===== src/lpm_pkg.sv =====
// constants shared by the low power mode controller
package lpm_pkg;

    // ********************************************************************
    // timing
    // ********************************************************************
    localparam int unsigned CLK_PERIOD_PS    = 40000;
    // stop wake latency, printed in nanoseconds (3.5 us)
    localparam int unsigned STOP_WAKE_NS     = 3500;
    localparam int unsigned STANDBY_WAKE_US  = 60;
    // longest times round down, never below one cycle
    localparam int unsigned STOP_WAKE_CYC_RAW    = (STOP_WAKE_NS * 1000) / CLK_PERIOD_PS;
    localparam int unsigned STOP_WAKE_CYC        = (STOP_WAKE_CYC_RAW < 1) ? 1 : STOP_WAKE_CYC_RAW;
    localparam int unsigned STANDBY_WAKE_CYC_RAW = (STANDBY_WAKE_US * 1000000) / CLK_PERIOD_PS;
    localparam int unsigned STANDBY_WAKE_CYC     = (STANDBY_WAKE_CYC_RAW < 1) ? 1 : STANDBY_WAKE_CYC_RAW;
    // controller answers in a fixed sequence well inside both limits
    localparam logic [11:0] ENTRY_CYC        = 12'h004;
    localparam logic [11:0] STOP_EXIT_CYC    = 12'h008;
    localparam logic [11:0] STANDBY_EXIT_CYC = 12'h020;
    localparam logic [11:0] CNT_ZERO         = 12'h000;
    // control word after reset, in output order; the internal low speed osc stands in for the crystal
    localparam logic [16:0] CTL_RESET        = 17'h1FAF0;

    // ********************************************************************
    // sizes and encodings
    // ********************************************************************
    localparam int unsigned GPIO_LINES  = 16;
    localparam int unsigned WAKE_PINS   = 3;
    localparam int unsigned PERIPH_WAKE = 5;
    // periph wake bit order: usb, usart, i2c, low_power_serial_port, low_power_timer
    localparam logic [1:0] SRC_GPIO   = 2'h0;
    localparam logic [1:0] SRC_SUPPLY = 2'h1;
    localparam logic [1:0] SRC_COMP1  = 2'h2;
    localparam logic [1:0] SRC_COMP2  = 2'h3;

    // requested low power mode
    localparam logic [1:0] REQ_STOP         = 2'h0;
    localparam logic [1:0] REQ_STANDBY_CAL  = 2'h1;
    localparam logic [1:0] REQ_STANDBY_BARE = 2'h2;

    typedef enum logic [2:0] {
        RUN, ENTERING, STOP, STANDBY, EXITING
    } lpm_state_e;

endpackage : lpm_pkg


===== src/low_power_mode_controller.sv =====
// low power mode controller: stop and standby entry, wake and oscillator gating
`timescale 1ns/1ps
`default_nettype none

// Overview of operation
// RULE_01: stop gates all clocks, pll and oscillators; ram and registers kept.
// RULE_02: in stop a wake-capable peripheral may turn the high speed internal osc on.
// RULE_03: regulator held in low-power mode during stop, never off.
// RULE_04: any external event line wakes stop; core resumes within 3.5 us.
// RULE_05: event line source: gpio, supply monitor, comparator 1 or 2 with reference on.
// RULE_06: usb, usart, i2c, low power serial and timer wakes also end stop.
// RULE_07: standby switches the regulator off, powering down the core, and the pll.
// RULE_08: standby with calendar keeps only the low speed oscillator running.
// RULE_09: standby without calendar switches every oscillator off.
// RULE_10: standby loses ram and registers; only standby domain registers kept.
// RULE_11: standby with calendar exits within 60 us on reset, watchdog, wake pin, calendar event.
// RULE_12: standby without calendar exits only on external reset or wake pin rise.
// RULE_13: calendar, watchdog and their clocks are not stopped by low power entry; both low speed oscillators are off in stop and bare standby.
// RULE_14: the lcd driver keeps running during stop.
// RULE_15: standby wake restarts the core like a reset.
// RULE_16: a wake during entry is not lost; the controller wakes once entry ends.
module low_power_mode_controller (
    // clock and reset
    input  wire logic                                  core_clk,
    input  wire logic                                  sys_rst,
    // request from the core
    input  wire logic                                  lp_req,
    input  wire logic [1:0]                            lp_mode,
    input  wire logic                                  lse_select,
    // event line source selection
    input  wire logic [1:0]                            event_src_sel,
    input  wire logic [lpm_pkg::GPIO_LINES-1:0]        event_gpio_mask,
    input  wire logic                                  vref_on,
    // wake sources, asynchronous
    input  wire logic [lpm_pkg::GPIO_LINES-1:0]        gpio_in,
    input  wire logic                                  supply_monitor_output,
    input  wire logic                                  comp1_event,
    input  wire logic                                  comp2_event,
    input  wire logic [lpm_pkg::PERIPH_WAKE-1:0]       periph_wake,
    input  wire logic [lpm_pkg::PERIPH_WAKE-1:0]       periph_hsi_req,
    input  wire logic [lpm_pkg::WAKE_PINS-1:0]         wake_pin,
    input  wire logic                                  external_reset_pin_n,
    input  wire logic                                  independent_watchdog_rst,
    input  wire logic                                  cal_event,
    // power and clock controls
    output logic                                       core_clk_en,
    output logic                                       pll_en,
    output logic                                       multispeed_internal_osc_en,
    output logic                                       high_speed_internal_osc_en,
    output logic                                       high_speed_crystal_osc_en,
    output logic                                       low_speed_internal_osc_en,
    output logic                                       low_speed_crystal_osc_en,
    output logic                                       regulator_on,
    output logic                                       regulator_low_power,
    output logic                                       retain_core_state,
    output logic                                       lcd_run,
    output logic                                       calendar_run,
    output logic                                       watchdog_run,
    // core status
    output logic                                       core_rst,
    output logic                                       core_resume,
    output logic                                       in_stop,
    output logic                                       in_standby
);

    // ********************************************************************
    // input synchronisers
    // ********************************************************************
    localparam int unsigned SW = lpm_pkg::GPIO_LINES + lpm_pkg::PERIPH_WAKE * 2 + lpm_pkg::WAKE_PINS + 6;

    logic [SW-1:0] sync1_reg;
    logic [SW-1:0] sync2_reg;
    logic [SW-1:0] sync_next;

    always_comb begin
        sync_next = {gpio_in, supply_monitor_output, comp1_event, comp2_event, periph_wake,
                     periph_hsi_req, wake_pin, external_reset_pin_n, independent_watchdog_rst, cal_event};
    end

    // no reset on the stages: the reset cycles flush both before anything reads them
    always_ff @(posedge core_clk) begin
        sync1_reg <= sync_next;
        sync2_reg <= sync1_reg;
    end

    logic [lpm_pkg::GPIO_LINES-1:0]  s_gpio;
    logic                            s_supply;
    logic                            s_comp1;
    logic                            s_comp2;
    logic [lpm_pkg::PERIPH_WAKE-1:0] s_pwake;
    logic [lpm_pkg::PERIPH_WAKE-1:0] s_phsi;
    logic [lpm_pkg::WAKE_PINS-1:0]   s_wpin;
    logic                            s_external_reset_pin_n;
    logic                            s_wdg;
    logic                            s_cal;

    always_comb begin
        {s_gpio, s_supply, s_comp1, s_comp2, s_pwake, s_phsi, s_wpin, s_external_reset_pin_n, s_wdg, s_cal} = sync2_reg;
    end

    // ********************************************************************
    // wake detection
    // ********************************************************************
    logic [lpm_pkg::WAKE_PINS-1:0] wpin_prev_reg;
    logic [lpm_pkg::WAKE_PINS-1:0] wpin_prev_next;
    logic                          event_line;
    logic                          stop_wake;
    logic                          stby_wake;
    logic                          hsi_for_periph;
    // captured request mode, read by the wake decode as well as the sequencer
    logic [1:0]                    mode_reg;
    logic [1:0]                    mode_next;

    always_comb begin
        wpin_prev_next = s_wpin;
        // RULE_05 event source select
        unique case (event_src_sel)
            lpm_pkg::SRC_GPIO:   event_line = |(s_gpio & event_gpio_mask);
            lpm_pkg::SRC_SUPPLY: event_line = s_supply;
            lpm_pkg::SRC_COMP1:  event_line = s_comp1 & vref_on;
            lpm_pkg::SRC_COMP2:  event_line = s_comp2 & vref_on;
        endcase
        // RULE_04 RULE_06 stop wake sources
        stop_wake = event_line | (|s_pwake) | ~s_external_reset_pin_n | s_wdg;
        // RULE_11 RULE_12 standby wake set depends on calendar
        stby_wake = ~s_external_reset_pin_n | (|(s_wpin & ~wpin_prev_reg));
        // captured mode, so a late change of lp_mode cannot widen the wake set
        if (mode_reg == lpm_pkg::REQ_STANDBY_CAL) begin
            stby_wake = stby_wake | s_wdg | s_cal;
        end
        hsi_for_periph = |s_phsi;
    end

    always_ff @(posedge core_clk) begin
        if (sys_rst) begin
            wpin_prev_reg <= '0;
        end else begin
            wpin_prev_reg <= wpin_prev_next;
        end
    end

    // ********************************************************************
    // mode sequencer
    // ********************************************************************
    lpm_pkg::lpm_state_e state_reg;
    lpm_pkg::lpm_state_e state_next;
    logic [11:0]         cnt_reg;
    logic [11:0]         cnt_next;
    logic                pend_reg;
    logic                pend_next;
    logic                was_stby_reg;
    logic                was_stby_next;
    logic                wake_now;

    // stop against either standby flavour, decoded in several places
    function automatic logic mode_is_stop(input logic [1:0] mode);
        return mode == lpm_pkg::REQ_STOP;
    endfunction : mode_is_stop

    always_comb begin
        state_next    = state_reg;
        cnt_next      = cnt_reg;
        mode_next     = mode_reg;
        pend_next     = pend_reg;
        was_stby_next = was_stby_reg;
        wake_now      = mode_is_stop(mode_reg) ? stop_wake : stby_wake;
        unique case (state_reg)
            lpm_pkg::RUN: begin
                // drop any pending wake left from an earlier entry
                pend_next = 1'b0;
                if (lp_req) begin
                    state_next = lpm_pkg::ENTERING;
                    mode_next  = lp_mode;
                    cnt_next   = lpm_pkg::ENTRY_CYC;
                end
            end
            lpm_pkg::ENTERING: begin
                // RULE_16 remember a wake seen mid-entry
                if (wake_now) begin
                    pend_next = 1'b1;
                end
                if (cnt_reg != lpm_pkg::CNT_ZERO) begin
                    cnt_next = cnt_reg - 12'h001;
                end else if (pend_reg | wake_now) begin
                    state_next    = lpm_pkg::EXITING;
                    was_stby_next = ~mode_is_stop(mode_reg);
                    cnt_next      = mode_is_stop(mode_reg) ? lpm_pkg::STOP_EXIT_CYC
                                                           : lpm_pkg::STANDBY_EXIT_CYC;
                end else begin
                    state_next = mode_is_stop(mode_reg) ? lpm_pkg::STOP : lpm_pkg::STANDBY;
                end
            end
            lpm_pkg::STOP: begin
                if (stop_wake) begin
                    state_next    = lpm_pkg::EXITING;
                    was_stby_next = 1'b0;
                    cnt_next      = lpm_pkg::STOP_EXIT_CYC;
                end
            end
            lpm_pkg::STANDBY: begin
                if (stby_wake) begin
                    state_next    = lpm_pkg::EXITING;
                    was_stby_next = 1'b1;
                    cnt_next      = lpm_pkg::STANDBY_EXIT_CYC;
                end
            end
            // clocks are back at once; the count only delays resume or the reset release
            lpm_pkg::EXITING: begin
                if (cnt_reg != lpm_pkg::CNT_ZERO) begin
                    cnt_next = cnt_reg - 12'h001;
                end else begin
                    state_next = lpm_pkg::RUN;
                end
            end
            default: begin
                state_next = lpm_pkg::RUN;
            end
        endcase
    end

    always_ff @(posedge core_clk) begin
        if (sys_rst) begin
            state_reg    <= lpm_pkg::RUN;
            cnt_reg      <= lpm_pkg::CNT_ZERO;
            mode_reg     <= lpm_pkg::REQ_STOP;
            pend_reg     <= 1'b0;
            was_stby_reg <= 1'b0;
        end else begin
            state_reg    <= state_next;
            cnt_reg      <= cnt_next;
            mode_reg     <= mode_next;
            pend_reg     <= pend_next;
            was_stby_reg <= was_stby_next;
        end
    end

    // ********************************************************************
    // registered power and clock controls
    // ********************************************************************
    logic [16:0] ctl_reg;
    logic [16:0] ctl_next;
    logic        deep;
    logic        stop_st;
    logic        stby_st;
    logic        stby_cal;
    logic        lsc_keep;
    logic        exit_done;

    always_comb begin
        stop_st   = (state_next == lpm_pkg::STOP);
        stby_st   = (state_next == lpm_pkg::STANDBY);
        deep      = stop_st | stby_st;
        stby_cal  = stby_st & (mode_reg == lpm_pkg::REQ_STANDBY_CAL);
        lsc_keep  = ~stop_st & ~(stby_st & ~stby_cal);
        exit_done = (state_reg == lpm_pkg::EXITING) & (state_next == lpm_pkg::RUN);
        ctl_next = {
            // RULE_01 core clock, pll and fast oscillators gated
            ~deep,
            // RULE_07 pll off
            ~deep,
            ~deep,
            // RULE_02 peripheral may borrow the fast internal osc in stop
            ~deep | (stop_st & hsi_for_periph),
            ~deep,
            // RULE_08 RULE_09 low speed oscillator kept except in stop and bare standby
            lsc_keep & ~lse_select,
            lsc_keep & lse_select,
            // RULE_03 RULE_07 regulator low power in stop, off in standby
            ~stby_st,
            stop_st,
            // RULE_10 core state kept outside standby
            ~stby_st,
            // RULE_14 lcd left alone by stop; it has no supply in standby
            ~stby_st,
            // RULE_13 calendar and watchdog never stopped by entry
            1'b1,
            1'b1,
            // RULE_15 standby wake held in reset until exit ends
            stby_st | ((state_next == lpm_pkg::EXITING) & was_stby_next),
            // RULE_04 resume pulse after a stop exit
            exit_done & ~was_stby_reg,
            stop_st,
            stby_st
        };
    end

    always_ff @(posedge core_clk) begin
        if (sys_rst) begin
            // run values, so no false low power indication leaks out of reset
            ctl_reg <= lpm_pkg::CTL_RESET;
        end else begin
            ctl_reg <= ctl_next;
        end
    end

    always_comb begin
        {core_clk_en, pll_en, multispeed_internal_osc_en, high_speed_internal_osc_en,
         high_speed_crystal_osc_en, low_speed_internal_osc_en, low_speed_crystal_osc_en,
         regulator_on, regulator_low_power, retain_core_state, lcd_run, calendar_run,
         watchdog_run, core_rst, core_resume, in_stop, in_standby} = ctl_reg;
    end

endmodule : low_power_mode_controller

`default_nettype wire


===== config.mk =====
export PLATFORM = sky130hd
export DESIGN_NAME = low_power_mode_controller
export DESIGN_NICKNAME = d
export VERILOG_FILES = /design/src/lpm_pkg.sv /design/src/low_power_mode_controller.sv
export SDC_FILE = /design/constraint.sdc
export NUM_CORES = 1
export LEC_CHECK = 0
export BUFFER_PORTS_ARGS = -buffer_cell sky130_fd_sc_hd__buf_2
export CAP_MARGIN = 20
export CORE_MARGIN = 5
export CORE_UTILIZATION = 40
export CTS_CLUSTER_SIZE = 24
export DETAILED_ROUTE_END_ITERATION = 6
export PLACE_DENSITY_LB_ADDON = 0.2
export SLEW_MARGIN = 40
export SYNTH_ARGS = -nofsm -noshare
export SYNTH_HDL_FRONTEND = slang
export SYNTH_SLANG_ARGS = --single-unit

===== constraint.sdc =====
create_clock -name core_clk -period 5.37 [get_ports core_clk]
set_clock_uncertainty 0.05 [all_clocks]
set_input_delay 0.537 -clock core_clk [delete_from_list [all_inputs] [get_ports core_clk]]
set_output_delay 0.537 -clock core_clk [all_outputs]
set_load 0.01 [all_outputs]

==> run_results.csv <==
group,metric,value,unit
synthesis,syn-instance-count,302,
layout,layout-drive-gt1-share,28.34,%
synthesis,ys_seq_elements,101,
hold_path,min_path_type,"input port to register",
synthesis,synth-warning-count,0,
worst_setup_path,r2r_slack,2.63,ns
worst_setup_path,critical_path_arrival,2.94,ns
placement,port_buffers,74,
worst_setup_path,max_stage_delay,0.60,ns
clock_tree,post_cts_buffers,0,
drt,drc_errors,0,
drt,firstDrtPassIters,4,
worst_setup_path,cp-startpoint,"sync2_reg[14]$_DFF_P_",
timing,tns,0,ns
layout,final_nets,432,
timing,whs,0.2196,ns
timing,rsz0062_at_grt,"false",
floorplanning,io_pins,77,
clock_tree,cts_sinks,101,
clock_tree,ctsResizeCount,0,
synthesis,ys_async_sr_fraction,0,%
worst_setup_path,worst_setup_path_end_kind,"register",
layout,antenna-diode-count,0,
drt,routedWlPerCell,13.64,µm
timing,worst_pin_slew,0.6799,ns
worst_setup_path,startpoint_type,"register",
layout,n_fill_cell,760,
worst_setup_path,worst_r2r_path_depth,7,
worst_setup_path,cpMaxStageDelayCell,"o32ai_4",
drt,via_per_inst,4.958,
clock_tree,postCtsHoldBufs,0,
timing,min_period_over_period,51.07,%
placement,place_congestion,0.8238,
global_route,gr-total-overflow,0,
timing,fmax,0.3647,GHz
timing,relSlewSlack,54.67,%
global_route,grt_pass1_vias,2300,
floorplanning,core_area,8134,µm²
clock_tree,cts.root.buffer_cell,"clkbuf_8",
timing,drv_slew,0,
timing,hold_viol_final,0,
synthesis,synth_area_leader_cell,"dfxtp_1",
worst_setup_path,critPathMaxFanout,18,
floorplanning,die_y,101.0,µm
power,power.leakage,1.662,nW
power,ir_drop,236.1,µV
clock_tree,cts.reportedPaths.clkPinSlew,0.09,ns
job,drv_cap,0,
run_status,status,"completed",
floorplanning,chipWidth,101.0,µm
drt,totalWireLength,6533,µm
clock_tree,insertion_delay,0.36,ns
floorplanning,initial_utilization,40.70,%
global_route,antenna_found_initial,0,
drt,ant_nets,0,
synthesis,synthFlopType,"dfxtp_1",
synthesis,synth_edf_count,0,
worst_setup_path,crit_end,"ctl_reg[13]$_SDFF_PP1_",
synthesis,yosysUniqueCellTypes,55,
floorplanning,rows,33,
clock_tree,cts_buffers,9,
power,pwr_density_cell,561.7,nW/µm²
worst_setup_path,r2r-end,"ctl_reg[13]$_SDFF_PP1_",
worst_setup_path,r2r_start,"sync2_reg[14]$_DFF_P_",
timing,setup_viol,0,
placement,place_hpwl,4786,µm
layout,area_growth,17.69,%
floorplanning,dieArea,10200,µm²
worst_setup_path,crit_type,"register to register",
synthesis,yosysSeqAreaShare,61.07,%
synthesis,syn_area_per_cell,10.96,µm²
global_route,track_usage,13.65,%
timing,fin_crit,2.742,ns
synthesis,netlist.area_leader.share,61.07,%
drt,vias,2375,
worst_setup_path,critPathRequiredTime,5.57,ns
drt,drtIter0Drc,151,
clock_tree,cts-htree-levels,3,
synthesis,syn_area,3311,µm²
clock_tree,cts_tree,"done",
global_route,grt_pass1_wl,10900,µm
clock_tree,clockBufferDepth,2,
worst_setup_path,path_cells,"nor4b_2 -> o211ai_2 -> nor4_2 -> a21oi_1 -> o32ai_4 -> nand2_1 -> o31a_1",
synthesis,synth_area_leaders,"dfxtp_1, nor2_1, a21oi_1, buf_4, o21ai_0",
global_route,grt_max_degree,23,
critical path: cells and delay by family, from the launching register on:
family	cells	cell delay (ns)
AOI/OAI and AO/OA	4	1.27
and+or+nand+nor	3	1.00
DFF	1	0.31
report_power, final:
part	total, mW	leakage, nW	switching, mW	internal, mW
Clock	0.457	0.0931	0.244	0.213
Combinational	0.819	0.725	0.497	0.321
Sequential	0.912	0.844	0.0816	0.831
Total	2.19	1.66	0.823	1.37
cells in the mapped netlist, types with 2 or more instances:
library cell  number
nand3_1            7
inv_1             11
nor4_1             4
nor2b_1            6
o311ai_1           4
nor2_1            25
a211oi_1           2
dfxtp_1          101
o31ai_1            2
o311ai_0           3
buf_4             10
o21ai_0           13
and2_1             2
nand4_1            5
a21oi_1           18
o2111ai_1          2
a22oi_1            7
mux2i_1            3
nand2_1           10
o41ai_1            4
a21o_1             2
and3_1             3
nand2b_1           7
or2_2              4
nor3_1             9
or4_1              2
clkbuf_1           6
o31a_1             3
cell families after synthesis:
group                      count (synthesis)  share of synthesized area [%]
adders and majority gates                  1                         0.3779
AOI/OAI and AO/OA                         70                          15.04
buffers and inverters                     29                          4.686
muxes                                      3                         0.9071
other                                      1                         0.1133
DFF                                      101                          61.07
and+or+nand+nor                           96                          17.54
xor gates and xnor gates                   1                         0.2646
layer usage:
metal | up-vias | global-route usage [%] | wire (µm)
met5 | - | 0 | 0
li1 | 1214 | - | -
met4 | 0 | 5.624 | 137
met3 | 12 | 4.360 | 305
met2 | 41 | 22.08 | 3245
met1 | 1108 | 16.80 | 2846
area by class of cell:
type | count | area [µm²] | share of cell area, %
inverter | 11 | 41.29 | 1.060
multi-input combinational | 173 | 1137 | 29.19
clock buffer | 9 | 123.9 | 3.179
sequential | 101 | 2022 | 51.89
timing repair buffer | 75 | 377.9 | 9.698
clock inverter | 5 | 62.56 | 1.606
tap | 105 | 131.4 | 3.372
placed cells by master (no fill, tap or decap), types with 2 or more instances in the layout:
cell | netlist | layout
nor4_1 | 4 | 4
conb_1 | 1 | 2
and2_1 | 2 | 2
nor3_1 | 9 | 9
nor2_1 | 25 | 25
a22oi_1 | 7 | 7
inv_1 | 11 | 11
o311ai_1 | 4 | 4
o21ai_0 | 13 | 13
a211oi_1 | 2 | 2
o31ai_1 | 2 | 2
nand2b_1 | 7 | 7
o311ai_0 | 3 | 3
a21oi_1 | 18 | 18
o2111ai_1 | 2 | 2
a21o_1 | 2 | 2
nor2b_1 | 6 | 6
dfxtp_1 | 101 | 101
buf_2 | 1 | 74
or2_2 | 4 | 4
nand2_1 | 10 | 10
nand4_1 | 5 | 5
clkbuf_8 | 0 | 9
or4_1 | 2 | 2
mux2i_1 | 3 | 3
nand3_1 | 7 | 7
o41ai_1 | 4 | 4
o31a_1 | 3 | 3
and3_1 | 3 | 3
per-stage QoR:
step	std cells	setup slack, ns	utilization, %	instance area (µm²)	power (mW)
after floorplan	303	3.068	-	3314	1.543
after global placement	465	2.583	45.61	3710	1.725
after detailed placement	465	2.429	45.61	3710	1.737
after CTS	479	2.568	47.90	3896	2.199
after global routing	479	2.378	47.90	3896	2.354
final	479	2.628	47.90	3896	2.188
how the worst min path moves through the flow:
stage                                startpoint                    end  slack (ns)  cells after the start
after CTS                            gpio_in[9]  sync1_reg[28]$_DFF_P_        0.20                      1
final                                gpio_in[3]  sync1_reg[22]$_DFF_P_        0.22                      1
after global placement    sync1_reg[32]$_DFF_P_  sync2_reg[32]$_DFF_P_        0.26                      0
after detailed placement  sync1_reg[13]$_DFF_P_  sync2_reg[13]$_DFF_P_        0.26                      0
after floorplan            sync1_reg[0]$_DFF_P_   sync2_reg[0]$_DFF_P_        0.26                      0
after global routing                 gpio_in[3]  sync1_reg[22]$_DFF_P_        0.19                      1
Power figures use the tool's default switching activity.
